File: src/design/asc_pkg.sv
/*
  Shared constants and types of the auxiliary converter controller.
  Assumes a 50 MHz system clock and a 32-bit AXI4-Lite register bus.
*/
package asc_pkg;
  // Clock and widths
  localparam int CLK_HZ = 50_000_000;
  localparam int CLK_PER_US = CLK_HZ / 1_000_000;
  localparam int CNT_W = 14;
  localparam int SMP_W = 16;
  localparam int ADDR_W = 4;
  localparam logic [3:0] NUM_CH = 4'h9;
  localparam logic [2:0] MODE_MAX = 3'h4;

  // Mode sample rates in Hz, least period rounded up to whole cycles
  localparam int RATE_HZ_M0 = 5859;
  localparam int RATE_HZ_M1 = 11700;
  localparam int RATE_HZ_M2 = 46875;
  localparam int RATE_HZ_M3 = 93750;
  localparam int RATE_HZ_M4 = 187000;
  localparam int PER_M0 = (CLK_HZ + RATE_HZ_M0 - 1) / RATE_HZ_M0;
  localparam int PER_M1 = (CLK_HZ + RATE_HZ_M1 - 1) / RATE_HZ_M1;
  localparam int PER_M2 = (CLK_HZ + RATE_HZ_M2 - 1) / RATE_HZ_M2;
  localparam int PER_M3 = (CLK_HZ + RATE_HZ_M3 - 1) / RATE_HZ_M3;
  localparam int PER_M4 = (CLK_HZ + RATE_HZ_M4 - 1) / RATE_HZ_M4;

  // Settling after a channel switch, in us, then cycles
  localparam int LAT_US_M0 = 171;
  localparam int LAT_US_M1 = 85;
  localparam int LAT_US_M2 = 21;
  localparam int LAT_US_M3 = 11;
  localparam int LAT_US_M4 = 5;
  localparam int SET_M0 = LAT_US_M0 * CLK_PER_US;
  localparam int SET_M1 = LAT_US_M1 * CLK_PER_US;
  localparam int SET_M2 = LAT_US_M2 * CLK_PER_US;
  localparam int SET_M3 = LAT_US_M3 * CLK_PER_US;
  localparam int SET_M4 = LAT_US_M4 * CLK_PER_US;

  // Longest conversion time, rounded down
  localparam int CONV_US = 10;
  localparam int CONV_CYC = CONV_US * CLK_PER_US;

  // Register offsets and fields
  localparam logic [ADDR_W-1:0] OFS_CTRL = 4'h0;
  localparam logic [ADDR_W-1:0] OFS_CHAN = 4'h4;
  localparam logic [ADDR_W-1:0] OFS_STAT = 4'h8;
  localparam logic [ADDR_W-1:0] OFS_DATA = 4'hc;
  localparam int CTRL_EN_BIT = 0;
  localparam int CTRL_REF_BIT = 1;
  localparam int CTRL_RNG_LSB = 2;
  localparam int CTRL_MODE_LSB = 4;
  localparam int CHAN_ALT_LSB = 4;
  localparam int STAT_BUSY_BIT = 0;
  localparam int STAT_SETL_BIT = 1;
  localparam int STAT_AVAIL_BIT = 2;
  localparam int STAT_TMO_BIT = 3;
  localparam logic [1:0] RANGE_MAX = 2'h2;
  localparam logic [3:0] PAIR0_CH = 4'h2;
  localparam logic [3:0] PAIR1_CH = 4'h5;
  localparam logic [3:0] PAIR2_CH = 4'h6;
  localparam logic [SMP_W-1:0] SMP_FULL = 16'hffff;
  localparam logic [1:0] RESP_OKAY = 2'h0;
  localparam logic [1:0] RESP_SLVERR = 2'h2;

  // Settings presented to the analog front end
  typedef struct packed {
    logic ref_sel;
    logic [1:0] range;
    logic [3:0] chan;
    logic alt;
  } asc_core_cfg_type;

  typedef enum logic [1:0] {
    ST_IDLE = 2'b00,
    ST_CONV = 2'b01
  } asc_state_type;
endpackage : asc_pkg

File: src/design/asc_adc_ctrl.sv
/*
  Control and sample post-processing for the auxiliary converter, with an
  AXI4-Lite register slave. Assumes the analog core sits on CLK_SYS, takes a
  one-cycle start strobe and answers with a one-cycle done and its raw word.
*/
// The AXI4-Lite slave port and the placing of the registers were chosen for this implementation.
`timescale 1ns/1ps
module asc_adc_ctrl #(
  parameter int PER_M0_CYC = asc_pkg::PER_M0,
  parameter int PER_M1_CYC = asc_pkg::PER_M1,
  parameter int SET_M0_CYC = asc_pkg::SET_M0,
  parameter int SET_M1_CYC = asc_pkg::SET_M1,
  parameter int FIFO_DEPTH = 2
) (
  input wire logic CLK_SYS,
  input wire logic NRST,
  input wire logic AWVALID,
  output logic AWREADY,
  input wire logic [asc_pkg::ADDR_W-1:0] AWADDR,
  input wire logic WVALID,
  output logic WREADY,
  input wire logic [31:0] WDATA,
  input wire logic [3:0] WSTRB,
  output logic BVALID,
  input wire logic BREADY,
  output logic [1:0] BRESP,
  input wire logic ARVALID,
  output logic ARREADY,
  input wire logic [asc_pkg::ADDR_W-1:0] ARADDR,
  output logic RVALID,
  input wire logic RREADY,
  output logic [31:0] RDATA,
  output logic [1:0] RRESP,
  output asc_pkg::asc_core_cfg_type CORE_CFG,
  output logic CORE_START,
  input wire logic CORE_DONE,
  input wire logic [asc_pkg::SMP_W-1:0] CORE_DATA,
  input wire logic CORE_OVR
);
  import asc_pkg::*;

  localparam int CONV_LIM = CONV_CYC + 2;

  // Bus state
  logic aw_free_r, aw_free_nxt, w_free_r, w_free_nxt;
  logic [ADDR_W-1:0] aw_addr_r, aw_addr_nxt;
  logic [31:0] w_data_r, w_data_nxt;
  logic w_lane0_r, w_lane0_nxt;
  logic bvalid_r, bvalid_nxt, rvalid_r, rvalid_nxt, arready_r, arready_nxt;
  logic [1:0] bresp_r, bresp_nxt, rresp_r, rresp_nxt;
  logic [31:0] rdata_r, rdata_nxt;
  // Configuration and status
  logic en_r, en_nxt, ref_r, ref_nxt, tmo_r, tmo_nxt;
  logic [1:0] range_r, range_nxt;
  logic [2:0] mode_r, mode_nxt, alt_r, alt_nxt;
  logic [3:0] chan_r, chan_nxt;
  asc_core_cfg_type cfg_r, cfg_nxt;
  logic cfg_chg_r, cfg_chg_nxt;
  // Conversion sequencing
  asc_state_type state_r, state_nxt;
  logic start_r, start_nxt, stale_r, stale_nxt;
  logic wr_fire, rd_fire, cfg_wr, tmo_set, rate_load;
  logic settle_busy, rate_busy, conv_busy;
  logic fifo_in_valid, fifo_in_ready, fifo_out_valid, fifo_pop;
  logic [SMP_W-1:0] fifo_out_data, smp_proc;
  logic [CNT_W-1:0] per_cur, set_cur;

  assign wr_fire = !aw_free_r && !w_free_r && !bvalid_r;
  assign rd_fire = ARVALID && arready_r;
  assign cfg_wr = wr_fire && w_lane0_r && (aw_addr_r == OFS_CTRL || aw_addr_r == OFS_CHAN);
  assign fifo_pop = rd_fire && (ARADDR == OFS_DATA) && fifo_out_valid;

  // Per-mode sample period and settling time
  always_comb begin
    per_cur = CNT_W'(PER_M4);
    set_cur = CNT_W'(SET_M4);
    case (mode_r)
      3'h0: begin
        per_cur = CNT_W'(PER_M0_CYC);
        set_cur = CNT_W'(SET_M0_CYC);
      end
      3'h1: begin
        per_cur = CNT_W'(PER_M1_CYC);
        set_cur = CNT_W'(SET_M1_CYC);
      end
      3'h2: begin
        per_cur = CNT_W'(PER_M2);
        set_cur = CNT_W'(SET_M2);
      end
      3'h3: begin
        per_cur = CNT_W'(PER_M3);
        set_cur = CNT_W'(SET_M3);
      end
      default: begin
        per_cur = CNT_W'(PER_M4);
        set_cur = CNT_W'(SET_M4);
      end
    endcase
  end

  // Bus channels, register writes and read mux
  always_comb begin
    aw_free_nxt = aw_free_r;
    aw_addr_nxt = aw_addr_r;
    w_free_nxt = w_free_r;
    w_data_nxt = w_data_r;
    w_lane0_nxt = w_lane0_r;
    bvalid_nxt = bvalid_r;
    bresp_nxt = bresp_r;
    rvalid_nxt = rvalid_r;
    rdata_nxt = rdata_r;
    rresp_nxt = rresp_r;
    en_nxt = en_r;
    ref_nxt = ref_r;
    range_nxt = range_r;
    mode_nxt = mode_r;
    chan_nxt = chan_r;
    alt_nxt = alt_r;
    tmo_nxt = tmo_r | tmo_set;
    if (AWVALID && aw_free_r) begin
      aw_free_nxt = 1'b0;
      aw_addr_nxt = AWADDR;
    end
    if (WVALID && w_free_r) begin
      w_free_nxt = 1'b0;
      w_data_nxt = WDATA;
      w_lane0_nxt = WSTRB[0];
    end
    if (BVALID && BREADY) begin
      bvalid_nxt = 1'b0;
    end
    // Both halves held: commit the write and answer
    if (wr_fire) begin
      aw_free_nxt = 1'b1;
      w_free_nxt = 1'b1;
      bvalid_nxt = 1'b1;
      bresp_nxt = RESP_OKAY;
      case (aw_addr_r)
        OFS_CTRL: begin
          if (w_lane0_r) begin
            en_nxt = w_data_r[CTRL_EN_BIT];
            ref_nxt = w_data_r[CTRL_REF_BIT];
            // Reserved codes leave the old setting in place
            if (w_data_r[CTRL_RNG_LSB +: 2] <= RANGE_MAX) begin
              range_nxt = w_data_r[CTRL_RNG_LSB +: 2];
            end
            if (w_data_r[CTRL_MODE_LSB +: 3] <= MODE_MAX) begin
              mode_nxt = w_data_r[CTRL_MODE_LSB +: 3];
            end
          end
        end
        OFS_CHAN: begin
          if (w_lane0_r && w_data_r[3:0] < NUM_CH) begin
            chan_nxt = w_data_r[3:0];
            alt_nxt = w_data_r[CHAN_ALT_LSB +: 3];
          end
        end
        OFS_STAT: begin
          // Clear by writing one; a timeout in the same cycle wins
          if (w_lane0_r && w_data_r[STAT_TMO_BIT]) begin
            tmo_nxt = tmo_set;
          end
        end
        OFS_DATA: begin
          bresp_nxt = RESP_OKAY;
        end
        default: begin
          bresp_nxt = RESP_SLVERR;
        end
      endcase
    end
    if (RVALID && RREADY) begin
      rvalid_nxt = 1'b0;
    end
    if (rd_fire) begin
      rvalid_nxt = 1'b1;
      rresp_nxt = RESP_OKAY;
      rdata_nxt = 32'h0;
      case (ARADDR)
        OFS_CTRL: begin
          rdata_nxt[CTRL_EN_BIT] = en_r;
          rdata_nxt[CTRL_REF_BIT] = ref_r;
          rdata_nxt[CTRL_RNG_LSB +: 2] = range_r;
          rdata_nxt[CTRL_MODE_LSB +: 3] = mode_r;
        end
        OFS_CHAN: begin
          rdata_nxt[3:0] = chan_r;
          rdata_nxt[CHAN_ALT_LSB +: 3] = alt_r;
        end
        OFS_STAT: begin
          rdata_nxt[STAT_BUSY_BIT] = (state_r == ST_CONV);
          rdata_nxt[STAT_SETL_BIT] = settle_busy;
          rdata_nxt[STAT_AVAIL_BIT] = fifo_out_valid;
          rdata_nxt[STAT_TMO_BIT] = tmo_r;
        end
        OFS_DATA: begin
          // Reading pops one sample; an empty buffer reads zero
          if (fifo_out_valid) begin
            rdata_nxt[SMP_W-1:0] = fifo_out_data;
          end
        end
        default: begin
          rresp_nxt = RESP_SLVERR;
        end
      endcase
    end
    arready_nxt = !rvalid_nxt;
  end

  // Front-end settings; the alternate pin bit follows only a paired channel
  always_comb begin
    cfg_nxt.ref_sel = ref_r;
    cfg_nxt.range = range_r;
    cfg_nxt.chan = chan_r;
    case (chan_r)
      PAIR0_CH: cfg_nxt.alt = alt_r[0];
      PAIR1_CH: cfg_nxt.alt = alt_r[1];
      PAIR2_CH: cfg_nxt.alt = alt_r[2];
      default: cfg_nxt.alt = 1'b0;
    endcase
    cfg_chg_nxt = cfg_wr;
  end

  // Conversion sequencer
  always_comb begin
    state_nxt = state_r;
    start_nxt = 1'b0;
    rate_load = 1'b0;
    tmo_set = 1'b0;
    stale_nxt = stale_r | cfg_chg_r;
    case (state_r)
      ST_IDLE: begin
        // Start only with room to store, so a full buffer stalls sampling
        if (en_r && fifo_in_ready && !rate_busy && !cfg_chg_r) begin
          state_nxt = ST_CONV;
          start_nxt = 1'b1;
          rate_load = 1'b1;
          stale_nxt = 1'b0;
        end
      end
      ST_CONV: begin
        if (CORE_DONE) begin
          state_nxt = ST_IDLE;
        end else if (!conv_busy && !start_r) begin
          state_nxt = ST_IDLE;
          tmo_set = 1'b1;
        end
      end
      default: begin
        state_nxt = ST_IDLE;
      end
    endcase
  end

  // Over-range raw words saturate to full scale
  assign smp_proc = CORE_OVR ? SMP_FULL : CORE_DATA;
  // Results that straddle a switch or land in settling are dropped
  assign fifo_in_valid = (state_r == ST_CONV) && CORE_DONE && !stale_r && !cfg_chg_r
                         && !settle_busy;

  always_ff @(posedge CLK_SYS or negedge NRST) begin
    if (!NRST) begin
      aw_free_r <= 1'b1;
      aw_addr_r <= '0;
      w_free_r <= 1'b1;
      w_data_r <= 32'h0;
      w_lane0_r <= 1'b0;
      bvalid_r <= 1'b0;
      bresp_r <= RESP_OKAY;
      rvalid_r <= 1'b0;
      arready_r <= 1'b1;
      rdata_r <= 32'h0;
      rresp_r <= RESP_OKAY;
      en_r <= 1'b0;
      ref_r <= 1'b0;
      range_r <= 2'h0;
      mode_r <= 3'h0;
      chan_r <= 4'h0;
      alt_r <= 3'h0;
      tmo_r <= 1'b0;
      cfg_r <= '0;
      cfg_chg_r <= 1'b0;
      state_r <= ST_IDLE;
      start_r <= 1'b0;
      stale_r <= 1'b0;
    end else begin
      aw_free_r <= aw_free_nxt;
      aw_addr_r <= aw_addr_nxt;
      w_free_r <= w_free_nxt;
      w_data_r <= w_data_nxt;
      w_lane0_r <= w_lane0_nxt;
      bvalid_r <= bvalid_nxt;
      bresp_r <= bresp_nxt;
      rvalid_r <= rvalid_nxt;
      arready_r <= arready_nxt;
      rdata_r <= rdata_nxt;
      rresp_r <= rresp_nxt;
      en_r <= en_nxt;
      ref_r <= ref_nxt;
      range_r <= range_nxt;
      mode_r <= mode_nxt;
      chan_r <= chan_nxt;
      alt_r <= alt_nxt;
      tmo_r <= tmo_nxt;
      cfg_r <= cfg_nxt;
      cfg_chg_r <= cfg_chg_nxt;
      state_r <= state_nxt;
      start_r <= start_nxt;
      stale_r <= stale_nxt;
    end
  end

  // Settling restarts one cycle after a write, once the new mode is in place
  asc_timer #(.W(CNT_W)) u_settle (
    .clk(CLK_SYS),
    .rst_n(NRST),
    .load(cfg_chg_r),
    .load_val(set_cur),
    .busy(settle_busy)
  );

  asc_timer #(.W(CNT_W)) u_rate (
    .clk(CLK_SYS),
    .rst_n(NRST),
    .load(rate_load),
    .load_val(per_cur),
    .busy(rate_busy)
  );

  asc_timer #(.W(CNT_W)) u_conv (
    .clk(CLK_SYS),
    .rst_n(NRST),
    .load(rate_load),
    .load_val(CNT_W'(CONV_CYC)),
    .busy(conv_busy)
  );

  asc_fifo #(.W(SMP_W), .DEPTH(FIFO_DEPTH)) u_buf (
    .clk(CLK_SYS),
    .rst_n(NRST),
    .in_valid(fifo_in_valid),
    .in_ready(fifo_in_ready),
    .in_data(smp_proc),
    .out_valid(fifo_out_valid),
    .out_ready(fifo_pop),
    .out_data(fifo_out_data)
  );

  assign AWREADY = aw_free_r;
  assign WREADY = w_free_r;
  assign BVALID = bvalid_r;
  assign BRESP = bresp_r;
  assign ARREADY = arready_r;
  assign RVALID = rvalid_r;
  assign RDATA = rdata_r;
  assign RRESP = rresp_r;
  assign CORE_CFG = cfg_r;
  assign CORE_START = start_r;

  // Helper counters: cycles since last start and since settling began
  logic [CNT_W-1:0] gap_r, age_r;
  always_ff @(posedge CLK_SYS or negedge NRST) begin
    if (!NRST) begin
      gap_r <= '1;
      age_r <= '0;
    end else begin
      gap_r <= start_r ? CNT_W'(1) : ((gap_r == '1) ? gap_r : gap_r + 1'b1);
      age_r <= cfg_chg_r ? '0 : ((age_r == '1) ? age_r : age_r + 1'b1);
    end
  end

  property p_rate_cap;
    @(posedge CLK_SYS) disable iff (!NRST) start_r |-> gap_r >= CNT_W'(PER_M4);
  endproperty
  a_rate_cap: assert property (p_rate_cap) else $error("Starts closer than fastest period");

  property p_mode_period;
    @(posedge CLK_SYS) disable iff (!NRST)
      start_r && $stable(mode_r) |-> ##1 (!start_r)[*8];
  endproperty
  a_mode_period: assert property (p_mode_period) else $error("Mode period not kept");

  property p_conv_bound;
    @(posedge CLK_SYS) disable iff (!NRST) start_r |-> ##[1:CONV_LIM] (state_r == ST_IDLE);
  endproperty
  a_conv_bound: assert property (p_conv_bound) else $error("Conversion ran too long");

  property p_settle_len;
    @(posedge CLK_SYS) disable iff (!NRST) $fell(settle_busy) |-> age_r == set_cur;
  endproperty
  a_settle_len: assert property (p_settle_len) else $error("Settling time wrong");

  property p_withhold;
    @(posedge CLK_SYS) disable iff (!NRST) cfg_chg_r |-> ##1 (!fifo_in_valid)[*8];
  endproperty
  a_withhold: assert property (p_withhold) else $error("Sample passed while settling");

  property p_chan_route;
    @(posedge CLK_SYS) disable iff (!NRST)
      wr_fire && w_lane0_r && aw_addr_r == OFS_CHAN && w_data_r[3:0] < NUM_CH
      |-> ##2 CORE_CFG.chan == $past(w_data_r[3:0], 2);
  endproperty
  a_chan_route: assert property (p_chan_route) else $error("Channel not routed");

  property p_pair_one;
    @(posedge CLK_SYS) disable iff (!NRST)
      CORE_CFG.chan < NUM_CH && (!CORE_CFG.alt || CORE_CFG.chan == PAIR0_CH
      || CORE_CFG.chan == PAIR1_CH || CORE_CFG.chan == PAIR2_CH);
  endproperty
  a_pair_one: assert property (p_pair_one) else $error("Illegal input selection");

  property p_ref_route;
    @(posedge CLK_SYS) disable iff (!NRST)
      wr_fire && w_lane0_r && aw_addr_r == OFS_CTRL
      |-> ##2 CORE_CFG.ref_sel == $past(w_data_r[CTRL_REF_BIT], 2);
  endproperty
  a_ref_route: assert property (p_ref_route) else $error("Reference not routed");

  property p_range_legal;
    @(posedge CLK_SYS) disable iff (!NRST) CORE_CFG.range <= RANGE_MAX && mode_r <= MODE_MAX;
  endproperty
  a_range_legal: assert property (p_range_legal) else $error("Range or mode illegal");

  property p_data_width;
    @(posedge CLK_SYS) disable iff (!NRST)
      fifo_pop |=> RVALID && RDATA[31:SMP_W] == '0 && RDATA[SMP_W-1:0] == $past(fifo_out_data);
  endproperty
  a_data_width: assert property (p_data_width) else $error("Sample read wrong");

  property p_processed;
    @(posedge CLK_SYS) disable iff (!NRST)
      fifo_in_valid && CORE_OVR |-> smp_proc == SMP_FULL;
  endproperty
  a_processed: assert property (p_processed) else $error("Over-range not saturated");
endmodule : asc_adc_ctrl

File: src/design/asc_timer.sv
/*
  Loadable down counter; busy while the count is not zero.
  Assumes load is a single-cycle strobe from logic on the same clock.
*/
`timescale 1ns/1ps
module asc_timer #(
  parameter int W = 14
) (
  input wire logic clk,
  input wire logic rst_n,
  input wire logic load,
  input wire logic [W-1:0] load_val,
  output logic busy
);
  logic [W-1:0] cnt_r;
  logic [W-1:0] cnt_nxt;

  // A reload restarts the interval even while it runs
  always_comb begin
    cnt_nxt = cnt_r;
    if (load) begin
      cnt_nxt = load_val;
    end else if (cnt_r != '0) begin
      cnt_nxt = cnt_r - 1'b1;
    end
  end

  always_ff @(posedge clk or negedge rst_n) begin
    if (!rst_n) begin
      cnt_r <= '0;
    end else begin
      cnt_r <= cnt_nxt;
    end
  end

  assign busy = (cnt_r != '0);
endmodule : asc_timer

File: src/design/asc_fifo.sv
/*
  Small ring buffer with valid/ready on both sides.
  Assumes both sides run on the same clock.
*/
`timescale 1ns/1ps
module asc_fifo #(
  parameter int W = 16,
  parameter int DEPTH = 2
) (
  input wire logic clk,
  input wire logic rst_n,
  input wire logic in_valid,
  output logic in_ready,
  input wire logic [W-1:0] in_data,
  output logic out_valid,
  input wire logic out_ready,
  output logic [W-1:0] out_data
);
  localparam int PW = (DEPTH > 1) ? $clog2(DEPTH) : 1;
  localparam logic [PW-1:0] LAST = PW'(DEPTH - 1);
  localparam logic [PW:0] FULL = (PW + 1)'(DEPTH);

  logic [W-1:0] mem_r [DEPTH];
  logic [PW-1:0] wp_r, wp_nxt, rp_r, rp_nxt;
  logic [PW:0] cnt_r, cnt_nxt;
  logic push, pop;

  assign in_ready = (cnt_r != FULL);
  assign out_valid = (cnt_r != '0);
  assign out_data = mem_r[rp_r];
  assign push = in_valid && in_ready;
  assign pop = out_valid && out_ready;

  // Pointer and fill count update
  always_comb begin
    wp_nxt = wp_r;
    rp_nxt = rp_r;
    cnt_nxt = cnt_r;
    if (push) begin
      wp_nxt = (wp_r == LAST) ? '0 : wp_r + 1'b1;
    end
    if (pop) begin
      rp_nxt = (rp_r == LAST) ? '0 : rp_r + 1'b1;
    end
    if (push && !pop) begin
      cnt_nxt = cnt_r + 1'b1;
    end else if (pop && !push) begin
      cnt_nxt = cnt_r - 1'b1;
    end
  end

  always_ff @(posedge clk or negedge rst_n) begin
    if (!rst_n) begin
      wp_r <= '0;
      rp_r <= '0;
      cnt_r <= '0;
    end else begin
      wp_r <= wp_nxt;
      rp_r <= rp_nxt;
      cnt_r <= cnt_nxt;
    end
  end

  // Storage needs no reset; it is read only when counted valid
  always_ff @(posedge clk) begin
    if (push) begin
      mem_r[wp_r] <= in_data;
    end
  end
endmodule : asc_fifo

File: config.mk
export PLATFORM = sky130hd
export DESIGN_NAME = asc_adc_ctrl
export DESIGN_NICKNAME = d
export VERILOG_FILES = /design/src/design/asc_pkg.sv /design/src/design/asc_adc_ctrl.sv /design/src/design/asc_timer.sv /design/src/design/asc_fifo.sv
export SDC_FILE = /design/constraint.sdc
export NUM_CORES = 1
export LEC_CHECK = 0
export BUFFER_PORTS_ARGS = -buffer_cell sky130_fd_sc_hd__buf_2
export CAP_MARGIN = 25
export CORE_ASPECT_RATIO = 0.9
export CORE_MARGIN = 5
export CORE_UTILIZATION = 30
export DETAILED_ROUTE_END_ITERATION = 7
export SYNTH_ARGS = -nofsm -noshare
export SYNTH_HDL_FRONTEND = slang
export SYNTH_SLANG_ARGS = --single-unit
export TNS_END_PERCENT = 30
File: constraint.sdc
create_clock -name CLK_SYS -period 3.6 [get_ports CLK_SYS]
set_clock_uncertainty 0.15 [all_clocks]
set_input_delay 0.18 -clock CLK_SYS [delete_from_list [all_inputs] [get_ports CLK_SYS]]
set_output_delay 0.18 -clock CLK_SYS [all_outputs]
set_load 0.02 [all_outputs]
# Yosys cells after proc, flatten, opt, wreduce, memory -nomap -nowiden
# Memory sizes are Yosys's and may differ from the RTL's.
# Index checks and enable logic that the tools add are counted.
# op_classes
n_mux,44
n_lt_le_gt_ge,3
mul,0
addsub,7
div,0
n_eq_ne,16
reduce_logical,60
n_bitwise,2
shifts,0
# op_table
operator,n
14-bit one-hot mux with 4 select lines,2
14-bit two-way mux,6
14-bit nonzero test,3
14-bit by 1-bit subtractor with 14-bit output (second input constant),3
16-bit two-way mux,2
1-bit logical AND,25
1-bit two-way mux,22
4-bit by 3-bit == test with 1-bit output (second input constant),4
4-bit == test (second input constant),4
4-bit one-hot mux with 4 select lines,1
2-bit nonzero test,8
2-bit two-way mux,7
1-bit zero test,12
9-bit two-way mux,1
3-bit one-hot mux with 3 select lines,1
4-bit zero test,2
4-bit AND reduction,2
4-bit OR reduction,2
3-bit by 2-bit == test with 1-bit output (second input constant),2
3-bit AND reduction,2
4-bit by 2-bit == test with 1-bit output (second input constant),1
4-bit < comparator (second input constant),1
2-bit != test (second input constant),2
2-bit one-hot mux with 2 select lines,1
other kinds (14),16
# totals
output_inout_bits,50
memories,1
wordCells,165
rom_bits,0
mem_bits_rw,32
latchBits,0
reg_bits,111
# memory_table
name,words,width,read_ports,rd_ports_with_merged_regs,write_ports,line,source
u_buf.mem_r,2,16,1,0,1,asc_fifo.sv:23,logic [W-1:0] mem_r [DEPTH];

# Logic depth before layout (Yosys ltp)
# Gate-level depths: netlist of run 1.
# depth
ltp_word,10
mapped_depth,8
mapped_depth_nobuf,8

# By module
# Synthesis of run 1 repeated with hierarchy kept, for this count alone.
# hier_totals
hier_cells,587
area_unflattened_um2,6705.2
# modules_own_cells
module,seq_area_each_um2,cells_per_inst,area_each_um2,instances
asc_adc_ctrl,1555.2,262,2871.5,1
asc_timer (u_conv ...),350.3,85,807.0,2
asc_fifo,1061.0,68,1402.6,1
asc_timer (u_settle),350.3,87,817.0,1

# Worst setup path before layout of run 1
# Ideal clock, no wire load.
# synth_path
kind,reg-to-reg
start,register u_settle.cnt_r[2]
end,"memory u_buf.mem_r[0][0], enable pin"
arrival_ns,2.336
synth_period_minus_slack_ns,2.877
path_stages_with_launch,5
path_slack_ns,0.723
path_buffers,0
path_cell_list,dfrtp_1 -> nor4_4 -> nand3_1 -> nor4_2 -> nor2b_1
# synth_between
elab_chain_cells,6
# synth_lines
item,line,source
from (decl),asc_timer.sv:15,logic [W-1:0] cnt_r;
from (signal assigned),asc_timer.sv:32,cnt_r <= cnt_nxt;
14-bit nonzero test,asc_timer.sv:36,assign busy = (cnt_r != '0);
1-bit zero test,asc_adc_ctrl.sv:259,&& !settle_busy;
1-bit logical AND,asc_adc_ctrl.sv:259,
1-bit logical AND,asc_fifo.sv:31,assign push = in_valid && in_ready;
via u_buf.push,asc_fifo.sv:26,"logic push, pop;"
1-bit two-way mux,asc_fifo.sv:66,if (push) begin
1-bit two-way mux (not written as such),asc_fifo.sv:67,mem_r[wp_r] <= in_data;
to (decl),asc_fifo.sv:23,
# The timed path passes the listed nets, and every way through them passes these cells.

# Final worst setup path of run 1
# layout_path
start,register u_settle.cnt_r[2]
end,"memory u_buf.mem_r[0][4], enable pin"
# Same word-level chain as after synthesis.

==> results of run 1 <==
synthesized netlist by cell type, drive strengths merged, types with 6 or more instances:
cell / instances / area share, %
a21oi: 20 / 1.5
buf: 28 / 3.0
clkbuf: 12 / 0.68
dfrtp: 105 / 40
edfxtp: 32 / 15
ha: 6 / 1.1
inv: 19 / 1.1
mux2: 22 / 3.8
mux2i: 21 / 3.2
nand2: 38 / 2.2
nand3: 17 / 1.3
nor2: 35 / 2.0
nor2b: 7 / 0.66
nor3: 19 / 1.5
nor4: 10 / 1.5
o21ai: 18 / 1.4
o31ai: 21 / 2.4
or2: 21 / 2.0
or3: 13 / 1.3
or4: 9 / 1.1
xnor2: 9 / 1.2
xor2: 7 / 0.93
kinds of logic after synthesis:
family | after synthesis | synth area share [%]
XOR/XNOR | 16 | 2.12
buffers and inverters | 59 | 4.75
AO/OA/AOI/OAI | 115 | 12.5
flip-flops | 140 | 55.5
adder cells (fa/ha/maj) | 6 | 1.14
other | 1 | 0.0568
multiplexers | 43 | 6.93
AND/OR/NAND/NOR | 199 | 17.0
placed cells by master (no fill, tap or decap), types with 5 or more instances in the layout:
cell,synthesis,layout
nand3_1,17,17
buf_4,19,8
ha_1,6,6
o21ai_0,18,18
xor2_1,7,7
nor3_1,18,18
conb_1,1,18
or3_1,11,11
or2_2,21,21
o31ai_1,21,21
nand2_1,38,38
nand3b_1,5,5
a21oi_1,20,20
o211ai_1,5,5
mux2i_1,21,21
nor2b_1,7,7
nor2_1,35,35
clkbuf_16,0,17
edfxtp_1,32,32
buf_2,5,71
mux2_2,22,22
nor4_1,7,7
inv_1,19,19
dfrtp_1,105,105
dlygate4sd3_1,0,35
or4_1,7,7
xnor2_1,9,9
a211o_1,5,5
registers in the layout, summed over array words and instances (netlist names), 2 cells and up:
signal / count
range_r: 2
chan_r: 4
u_conv.cnt_r: 14
RDATA: 16
aw_addr_r: 4
u_buf.mem_r: 32
u_settle.cnt_r: 14
alt_r: 3
mode_r: 3
CORE_CFG: 8
w_data_r: 7
u_rate.cnt_r: 14
u_buf.cnt_r: 2
per-stage QoR:
stage	util, %	setup WS (ns)	power, mW
6_report	37.7	0.898	6.07
3_3_place_gp	33.3	0.923	4.28
3_5_place_dp	33.3	0.899	4.31
5_1_grt	37.7	0.708	6.46
4_1_cts	37.7	0.880	6.11
2_1_floorplan	-	0.723	3.83
worst min-delay path by stage:
stage	from	end	slack [ns]	cells after the start
6_report	ARADDR[0]	RRESP[1]	0.03	3
2_1_floorplan	NRST	BRESP[1]	-0.27	0
3_3_place_gp	NRST	BVALID	0.17	1
3_5_place_dp	NRST	BVALID	0.17	1
5_1_grt	ARADDR[1]	RRESP[1]	0.04	3
4_1_cts	ARADDR[0]	RRESP[1]	0.02	3
metal layers:
layer / vias to the layer above / wire length (um)
met5: - / 0
met4: 0 / 314
met3: 29 / 639
met2: 99 / 7110
met1: 2293 / 7120
li1: 2338 / -
area by class of cell:
class                      instances  area (sq um)  area share, %
antenna                            1          2.50         0.0307
tap                              291           364           4.47
clock inverter                    10           115           1.41
timing repair buffer             114           766           9.40
clock buffer                      22           474           5.82
sequential                       140          3670           45.0
inverter                          19          71.3          0.875
multi-input combinational        397          2690           33.0
critical path, cell delays in order, from the launching register on:
cell and delay [ns]:
dfrtp_1 0.44, nor4_4 0.49, nand3_1 0.36, nor4_2 0.49, nor2b_1 0.18, buf_4 0.26
power by group through the flow:
stage	Sequential, mW	Clock [mW]	Combinational, mW
6_report	2.66	1.74	1.66
5_1_grt	2.75	1.85	1.86
4_1_cts	2.66	1.78	1.67
3_5_place_dp	2.67	0	1.64
3_3_place_gp	2.67	0	1.60
2_1_floorplan	2.57	0	1.27
==> qor.txt, run 1 <==
status - finished, final reports clean
Hold Slack - 0.0314 ns
CTS tree - yes
WL/cell - 15.3 um
yosys warns - 0
Longest Clk Path Bufs - 2
peak-usage layer in the global routing report - met2
RSZ-0062 raised after global routing - no
placed insts - 926
Yosys reg bits - 140
crit path max fanout - 16
clock-pin slew on the worst setup and hold paths - 0.06 ns
sw frac - 34.7%
Final Slew Violations - 0
post-layout net count - 764
power share of the clock group - 28.7%
drt via density - 4.79
DRT Pass-1 Iters - 4
Die Span Y - 151 um
Peak VDD IR - 0.000459 V
crit path time final - 2.70 ns
Worst EP required - 3.55 ns
Fin. Hold Viols - 0
met1 usage - 16.5%
Via Count - 4759
io pins - 119
DRC - 0
Logic pwr share - 27.4%
row cnt - 51
CP Capture Type - flip-flop
grt met2 use - 19.3%
NetSw - 2.10 mW
setup TNS - 0 ns
initial antenna violation count - 0
Synth Instances - 579
routability cong. - 0.800
global-route wire length before repair - 24800 um
Syn-to-layout area delta - 23.4%
fraction of layout cells with a size suffix above 1 - 24.5%
post-cts sizing count - 0
DP Wirelength - 10300 um
Root Buffer - clkbuf_16
Final Non-Filler Cells - 994
syn avg cell area - 11.4 sq um
htree depth - 4
width of the die - 166 um
Total Routing Usage GR - 12.3%
aggregate global routing overflow - 0
pwr/cell area - 745 nW/um^2
Setup crit end - u_buf.mem_r[0][4]
max-cap viol count - 0
Worst slew margin - 35.8%
asr flop ratio synth - 77.1%
Int Pwr - 3.96 mW
WL final - 15200 um
Setup Viol. Count Final - 0
worst slew pin tran - 0.963 ns
Seq pwr share - 43.9%
Synth cell types - 73
GR met3 Demand/Resource - 3.05%
Iter 0 DRT Violations - 275
post-synth design cell area - 6610 sq um
WS Path Type - reg2reg
Port Buffers - 72
final antenna-violating net count - 0
number of flops mapped to enable cells by yosys - 32
clock net sink count - 140
CP Launch Type - flip-flop
vias in the first global route - 4792
Clock Latency Late Sink - 0.42 ns
total core area - 21600 sq um
maximum clock rate - 370 MHz
cts bufs inserted - 17
Synth Flop Type - dfrtp_1
Initial Util - 30.5%
R2R cell count - 5
CTS Hold Bufs - 35
Fillers - 2108
FF-to-FF Start - u_settle.cnt_r[2]
Hold Path Class - in2reg
largest net degree at the start of global routing - 63
CP startpoint - u_settle.cnt_r[2]
Seq/Total Area, Yosys - 55.5%
P_leak - 3.44 nW
worst reg2reg endpoint - u_buf.mem_r[0][4]
CP arrival - 2.65 ns
crit share post-route - 75.1%
die area - 25100 sq um
# Post-CTS Setup Buffers - 0
FF-to-FF setup slack - 0.90 ns
DP Area - 7210 sq um
final instance area - 8150 sq um
Note: power is estimated with default switching activity, not from simulation.
==> run 2, diff against run 1 <==
- ABC_AREA: unset -> 1
- clock period: 3.6 -> 2.77 ns (I/O delays scaled with it)
==> run 2 against run 1 <==
Core utilization increased by 0.42 points; sequential share of layout area decreased by 2.2 points; synthesized area increased by 4.0%; cell count increased by 20%; worst hold slack improved by 0.010 ns; non-clock buffer count unchanged; largest cell class unchanged; highest routed layer unchanged.
==> qor.txt, run 2 <==
crit share post-route - 81.3% (+6.2 points)
max layer used - met4
syn avg cell area - 9.06 sq um (-21%)
Synth Flop Type - dfrtp_1
Clock Latency Late Sink - 0.42 ns (about the same)
Iter 0 DRT Violations - 262 (-4.7%)
clock net sink count - 140 (unchanged)
FF-to-FF setup slack - 0.52 ns (-0.38 ns)
Fillers - 2287 (+8.5%)
most frequent cells in the layout - nand2_1 (165), dfrtp_1 (105), inv_1 (84)
clock-pin slew on the worst setup and hold paths - 0.06 ns (about the same)
drt via density - 4.43 (-7.4%)
status - finished, final reports clean
number of flops mapped to enable cells by yosys - 32 (unchanged)
routability cong. - 0.836 (+4.6%)
Hold Crit Endpoint - ARREADY
Worst slew margin - 58.1% (+22 points)
cts bufs inserted - 17 (unchanged)
Sequential Area - 3670 sq um (unchanged)
WL/cell - 13.2 um (-14%)
crit path max fanout - 8 (-8)
WL final - 15700 um (+3.1%)
Seq/Total Area, Yosys - 53.4% (-2.1 points)
most common cell in the netlist - nand2_1
Worst EP required - 2.91 ns (-0.64 ns)
Longest Clk Path Bufs - 2 (unchanged)
largest net degree at the start of global routing - 45 (-29%)
io pins - 119 (unchanged)
CP Capture Type - flip-flop
max FFs per register - 32 (unchanged)
Setup Viol. Count Final - 0 (unchanged)
maximum clock rate - 444 MHz (+20%)
wire length on met1 - 7450 um (+4.5%)
Port Buffers - 72 (unchanged)
fraction of layout cells with a size suffix above 1 - 21.3% (-3.2 points)
post-cts sizing count - 0 (unchanged)
WS Path Type - reg2reg
Syn-to-layout area delta - 24.8%
FF-to-FF Start - u_settle.cnt_r[0]
area leader, netlist - dfrtp_1
CP startpoint - u_settle.cnt_r[0]
die area - 26000 sq um (+3.7%)
met3 routed WL - 486 um (-24%)
RSZ-0062 raised after global routing - no
setup TNS - 0 ns (unchanged)
row cnt - 52 (+2.0%)
worst slew pin tran - 0.628 ns (-0.335 ns)
total core area - 22500 sq um (+4.1%)
Die Span Y - 154 um (+1.8%)
Area contributors post-synth - dfrtp_1 (38%), edfxtp_1 (14%), nand2_1 (9.0%), inv_1 (4.6%), nor2_1 (4.2%)
Via Count - 5272 (+11%)
Final Slew Violations - 0 (unchanged)
CP Launch Type - flip-flop
Hold Path Class - in2reg
hold depth - 4 (+1)
top cells by count, synth - nand2_1 (165), dfrtp_1 (105), inv_1 (84)
htree depth - 4 (unchanged)
pwr/cell area - 982 nW/um^2 (+32%)
P_leak - 4.12 nW (+20%)
R2R cell count - 10 (+5)
crit path time final - 2.25 ns (-0.450 ns)
aggregate global routing overflow - 0 (unchanged)
Total Routing Usage GR - 12.5% (+0.17 points)
Fin. Hold Viols - 0 (unchanged)
global-route wire length before repair - 26400 um (+6.3%)
Root Buffer - clkbuf_16
CTS tree - yes
max-cap viol count - 0 (unchanged)
final antenna-violating net count - 0 (unchanged)
Yosys reg bits - 140 (unchanged)
DRC - 0 (unchanged)
met2 wire len - 7450 um (+4.8%)
post-synth design cell area - 6870 sq um (+4.0%)
Peak VDD IR - 0.000614 V (+34%)
n_diodes - 0 (-1)
DP Wirelength - 11200 um (+8.6%)
Synth Instances - 758 (+31%)
width of the die - 170 um (+1.9%)
hold wc startpoint - ARVALID
DRT Pass-1 Iters - 4 (unchanged)
Initial Util - 30.5% (about the same)
commonest non-fill, non-tap cell in the layout - nand2_1
CP arrival - 2.40 ns (-0.25 ns)
most flop-heavy register - u_buf.mem_r
post-synth top area share - 38.3% (-1.5 points)
yosys warns - 0 (unchanged)
initial antenna violation count - 0 (unchanged)
post-layout net count - 954 (+25%)
Tot Pwr - 8.42 mW (+39%)
vias in the first global route - 5207 (+8.7%)
worst reg2reg endpoint - u_buf.cnt_r[1]
Synth cell types - 46 (-37%)
Hold Slack - 0.0416 ns (+0.0102 ns)
asr flop ratio synth - 77.1% (unchanged)
area occupied by multi-input gates - 2730 sq um (+1.5%)
==> run 2: area by class of cell <==
cell class                 count  area share, %
clock buffer                  22           5.41
timing repair buffer         114           9.05
inverter                      88           3.85
multi-input combinational    518           31.8
sequential                   140           42.8
tap                          297           4.33
clock inverter                10           2.74
==> run 2: worst max-delay path: stages (launching register included) <==
cell and delay, ns:
dfrtp_1 0.41, inv_1 0.08, ha_1 0.19, nand2_1 0.14
nor2_4 0.23, nand3_4 0.17, nor2_4 0.12, ha_1 0.25
a21oi_1 0.12, o21ai_0 0.11, xor2_1 0.15
==> run 2: worst max path at each step <==
stage | end | slack [ns]
4_1_cts | u_buf.cnt_r[1] | 0.51
3_5_place_dp | u_buf.cnt_r[1] | 0.51
5_1_grt | u_buf.cnt_r[1] | 0.40
6_report | u_buf.cnt_r[1] | 0.52
3_3_place_gp | u_buf.cnt_r[1] | 0.54
2_1_floorplan | u_buf.mem_r[1][0] | 0.47
==> run 2: routing by layer <==
metal / track usage (%) / up-vias
li1: - / 2679
met1: 16.5 / 2482
met2: 20.2 / 94
met3: 2.44 / 17
met4: 4.83 / 0
met5: 0 / -
==> run 2: report_power, final <==
group,leakage [nW],internal (mW),switching [mW]
Combinational,2.15,0.911,1.56
Sequential,1.63,2.73,0.528
Clock,0.335,1.83,0.856
Total,4.12,5.47,2.95
==> run 2: logic make-up (layout without fill, tap and decap cells) <==
family | after synthesis | in the layout | synth area share (%)
flops | 140 | 140 | 53.4
fa+ha+maj | 6 | 6 | 1.09
simple gates | 368 | 368 | 25.4
mux | 12 | 12 | 1.80
xor+xnor | 14 | 14 | 1.79
buf+inv | 117 | 234 | 7.89
compound gates | 100 | 100 | 8.58
other cells | 1 | 18 | 0.0546
==> run 2: what timing repair did <==
item	CTS	global route
hold buffers	34	0
hold endpoints to repair	92	0
setup buffers	0	0
==> run 2: stage by stage <==
stage	instances	area (sq um)	util [%]	setup slack (ns)
floorplan	775	6940	-	0.469
global placement	1123	7530	33.5	0.543
detailed placement	1123	7530	33.5	0.514
CTS	1189	8570	38.1	0.510
global route	1189	8570	38.1	0.400
finish	1189	8570	38.1	0.518
==> run 3, diff against run 2 <==
- clock period: 2.77 -> 2.3 ns (I/O delays scaled with it)
==> run 3 against run 2 <==
Clock-buffer cell count unchanged; flip-flop and latch count unchanged; sequential power increased by 21%; routed wire length increased by 0.64%; critical path type unchanged; critical endpoint unchanged; largest cell class unchanged.
==> qor.txt, run 3 (synthesized netlist as in run 2, its figures left out) <==
DRC - 0 (unchanged)
Hold Path Class - in2async
worst slew pin tran - 0.525 ns (-0.104 ns)
Peak VDD IR - 0.000555 V (-9.5%)
CP Capture Type - flip-flop
setup TNS - 0 ns (unchanged)
htree depth - 4 (unchanged)
crit path time final - 2.04 ns (-0.214 ns)
row cnt - 52 (unchanged)
width of the die - 170 um (unchanged)
NetSw - 3.55 mW (+21%)
max FFs per register - 32 (unchanged)
CTS Hold Bufs - 35 (+2.9%)
initial antenna violation count - 0 (unchanged)
Setup Viol. Count Final - 0 (unchanged)
Total Routing Usage GR - 12.6% (+0.14 points)
vias in the first global route - 5253 (+0.88%)
Logic pwr share - 30.3% (+0.9 points)
Setup WS pre-CTS - 0.269 ns (-0.245 ns)
commonest non-fill, non-tap cell in the layout - nand2_1
crit path max fanout - 4 (-4)
max-cap viol count - 0 (unchanged)
worst setup margin - 0.261 ns (-0.256 ns)
DP Wirelength - 11200 um (+0.17%)
FF-to-FF setup slack - 0.26 ns (-0.26 ns)
Via Count - 5251 (-0.40%)
sw frac - 36.1% (+1.1 points)
Fin. Hold Viols - 0 (unchanged)
Critical Path, Cell by Cell - inv_1 > ha_1 > nand2_1 > nor2_4 > nand3_4 > nor2_4 > ha_1 > a21oi_1 > o21ai_0 > xor2_1
WL/cell - 13.2 um (+0.13%)
P_leak - 4.14 nW (+0.52%)
maximum clock rate - 490 MHz (+10%)
most flop-heavy register - u_buf.mem_r
clock net sink count - 140 (unchanged)
Int Pwr - 6.30 mW (+15%)
drt via density - 4.39 (-0.90%)
Die Span Y - 154 um (unchanged)
# Post-CTS Setup Buffers - 0 (unchanged)
post-cts sizing count - 0 (unchanged)
Hold Slack - 0.0503 ns (+0.00870 ns)
Seq pwr share - 39.9% (+1.2 points)
largest net degree at the start of global routing - 51 (+13%)
CP Launch Type - flip-flop
CP arrival - 2.18 ns (-0.22 ns)
Tot Pwr - 9.85 mW (+17%)
CP peak stage delay - 0.41 ns (about the same)
DRT Pass-1 Iters - 5 (+1)
final antenna-violating net count - 0 (unchanged)
Slowest cell on crit path - dfrtp_1
crit share post-route - 88.6% (+7.3 points)
Root Buffer - clkbuf_16
Clock Latency Late Sink - 0.42 ns (about the same)
power share of the clock group - 29.8% (-2.1 points)
Iter 0 DRT Violations - 431 (+65%)
Syn-to-layout area delta - 25.1%
clock-pin slew on the worst setup and hold paths - 0.06 ns (about the same)
fraction of layout cells with a size suffix above 1 - 21.7% (+0.41 points)
most frequent cells in the layout - nand2_1 (165), dfrtp_1 (105), inv_1 (84)
Final Slew Violations - 0 (unchanged)
CTS tree - yes
Initial Util - 30.5% (unchanged)
aggregate global routing overflow - 0 (unchanged)
cts bufs inserted - 17 (unchanged)
post-layout net count - 960 (+0.63%)
pwr/cell area - 1150 nW/um^2 (+17%)
status - finished, final reports clean
die area - 26000 sq um (unchanged)
WP buf/inv - 1 (unchanged)
RSZ-0062 raised after global routing - no
Fillers - 2278 (-0.39%)
Port Buffers - 72 (unchanged)
WS Path Type - reg2reg
global-route wire length before repair - 26700 um (+1.3%)
Longest Clk Path Bufs - 2 (unchanged)
WL final - 15800 um (+0.64%)
n_diodes - 0 (unchanged)
io pins - 119 (unchanged)
Worst slew margin - 64.6% (+6.5 points)
total core area - 22500 sq um (unchanged)
Worst EP required - 2.45 ns (-0.46 ns)
Top Family by Delay on Critical Path - simple AND/OR/NAND/NOR gates
routability cong. - 0.848 (+1.4%)
run 3: power groups by stage:
stage	clock network, mW	registers (mW)	logic [mW]
2_1_floorplan	0	3.91	2.20
3_5_place_dp	0	3.96	2.94
4_1_cts	3.00	3.94	3.01
6_report	2.94	3.93	2.98
5_1_grt	3.11	4.04	3.45
3_3_place_gp	0	3.96	2.89
run 3: per-stage QoR:
stage               area (sq um)  std cells  utilization (%)
floorplan                   6940        775                -
global placement            7600       1128             33.8
detailed placement          7600       1128             33.8
CTS                         8590       1195             38.2
global route                8590       1195             38.2
finish                      8590       1195             38.2
run 3: cell type report:
cell class	instances	area, sq um	area share (%)
Tap cell	297	372	4.33
Inverter	88	330	3.85
Sequential cell	140	3670	42.7
Clock inverter	10	163	1.89
Clock buffer	22	475	5.53
Timing Repair Buffer	120	848	9.87
Multi-Input combinational cell	518	2740	31.8
run 3: path summary, 6_finish.rpt:
kind | start | to | cells after the start
max in group asynchronous | NRST | ARREADY | 3
min in group CLK_SYS | CORE_OVR | u_buf.mem_r[0][1] | 2
worst max register to register | u_settle.cnt_r[0] | u_buf.cnt_r[1] | 10
worst min-delay path | NRST | u_conv.cnt_r[12] | 2
worst max-delay path | u_settle.cnt_r[0] | u_buf.cnt_r[1] | 10
worst min register to register | chan_r[2] | CORE_CFG[3] | 0
run 3: routing by layer:
layer | vias to the layer above | wire length [um] | global-route usage (%)
met5 | - | 0 | 0
met4 | 0 | 231 | 3.56
met3 | 18 | 612 | 3.18
met1 | 2453 | 7240 | 16.6
li1 | 2681 | - | -
met2 | 99 | 7680 | 20.7
run 3: worst register-to-register path, stage by stage, from the launching register on:
cell     delay [ns]
dfrtp_1        0.41
inv_1          0.09
ha_1           0.19
nand2_1        0.12
nor2_4         0.16
nand3_4        0.08
nor2_4         0.10
ha_1           0.26
a21oi_1        0.11
o21ai_0        0.10
xor2_1         0.15
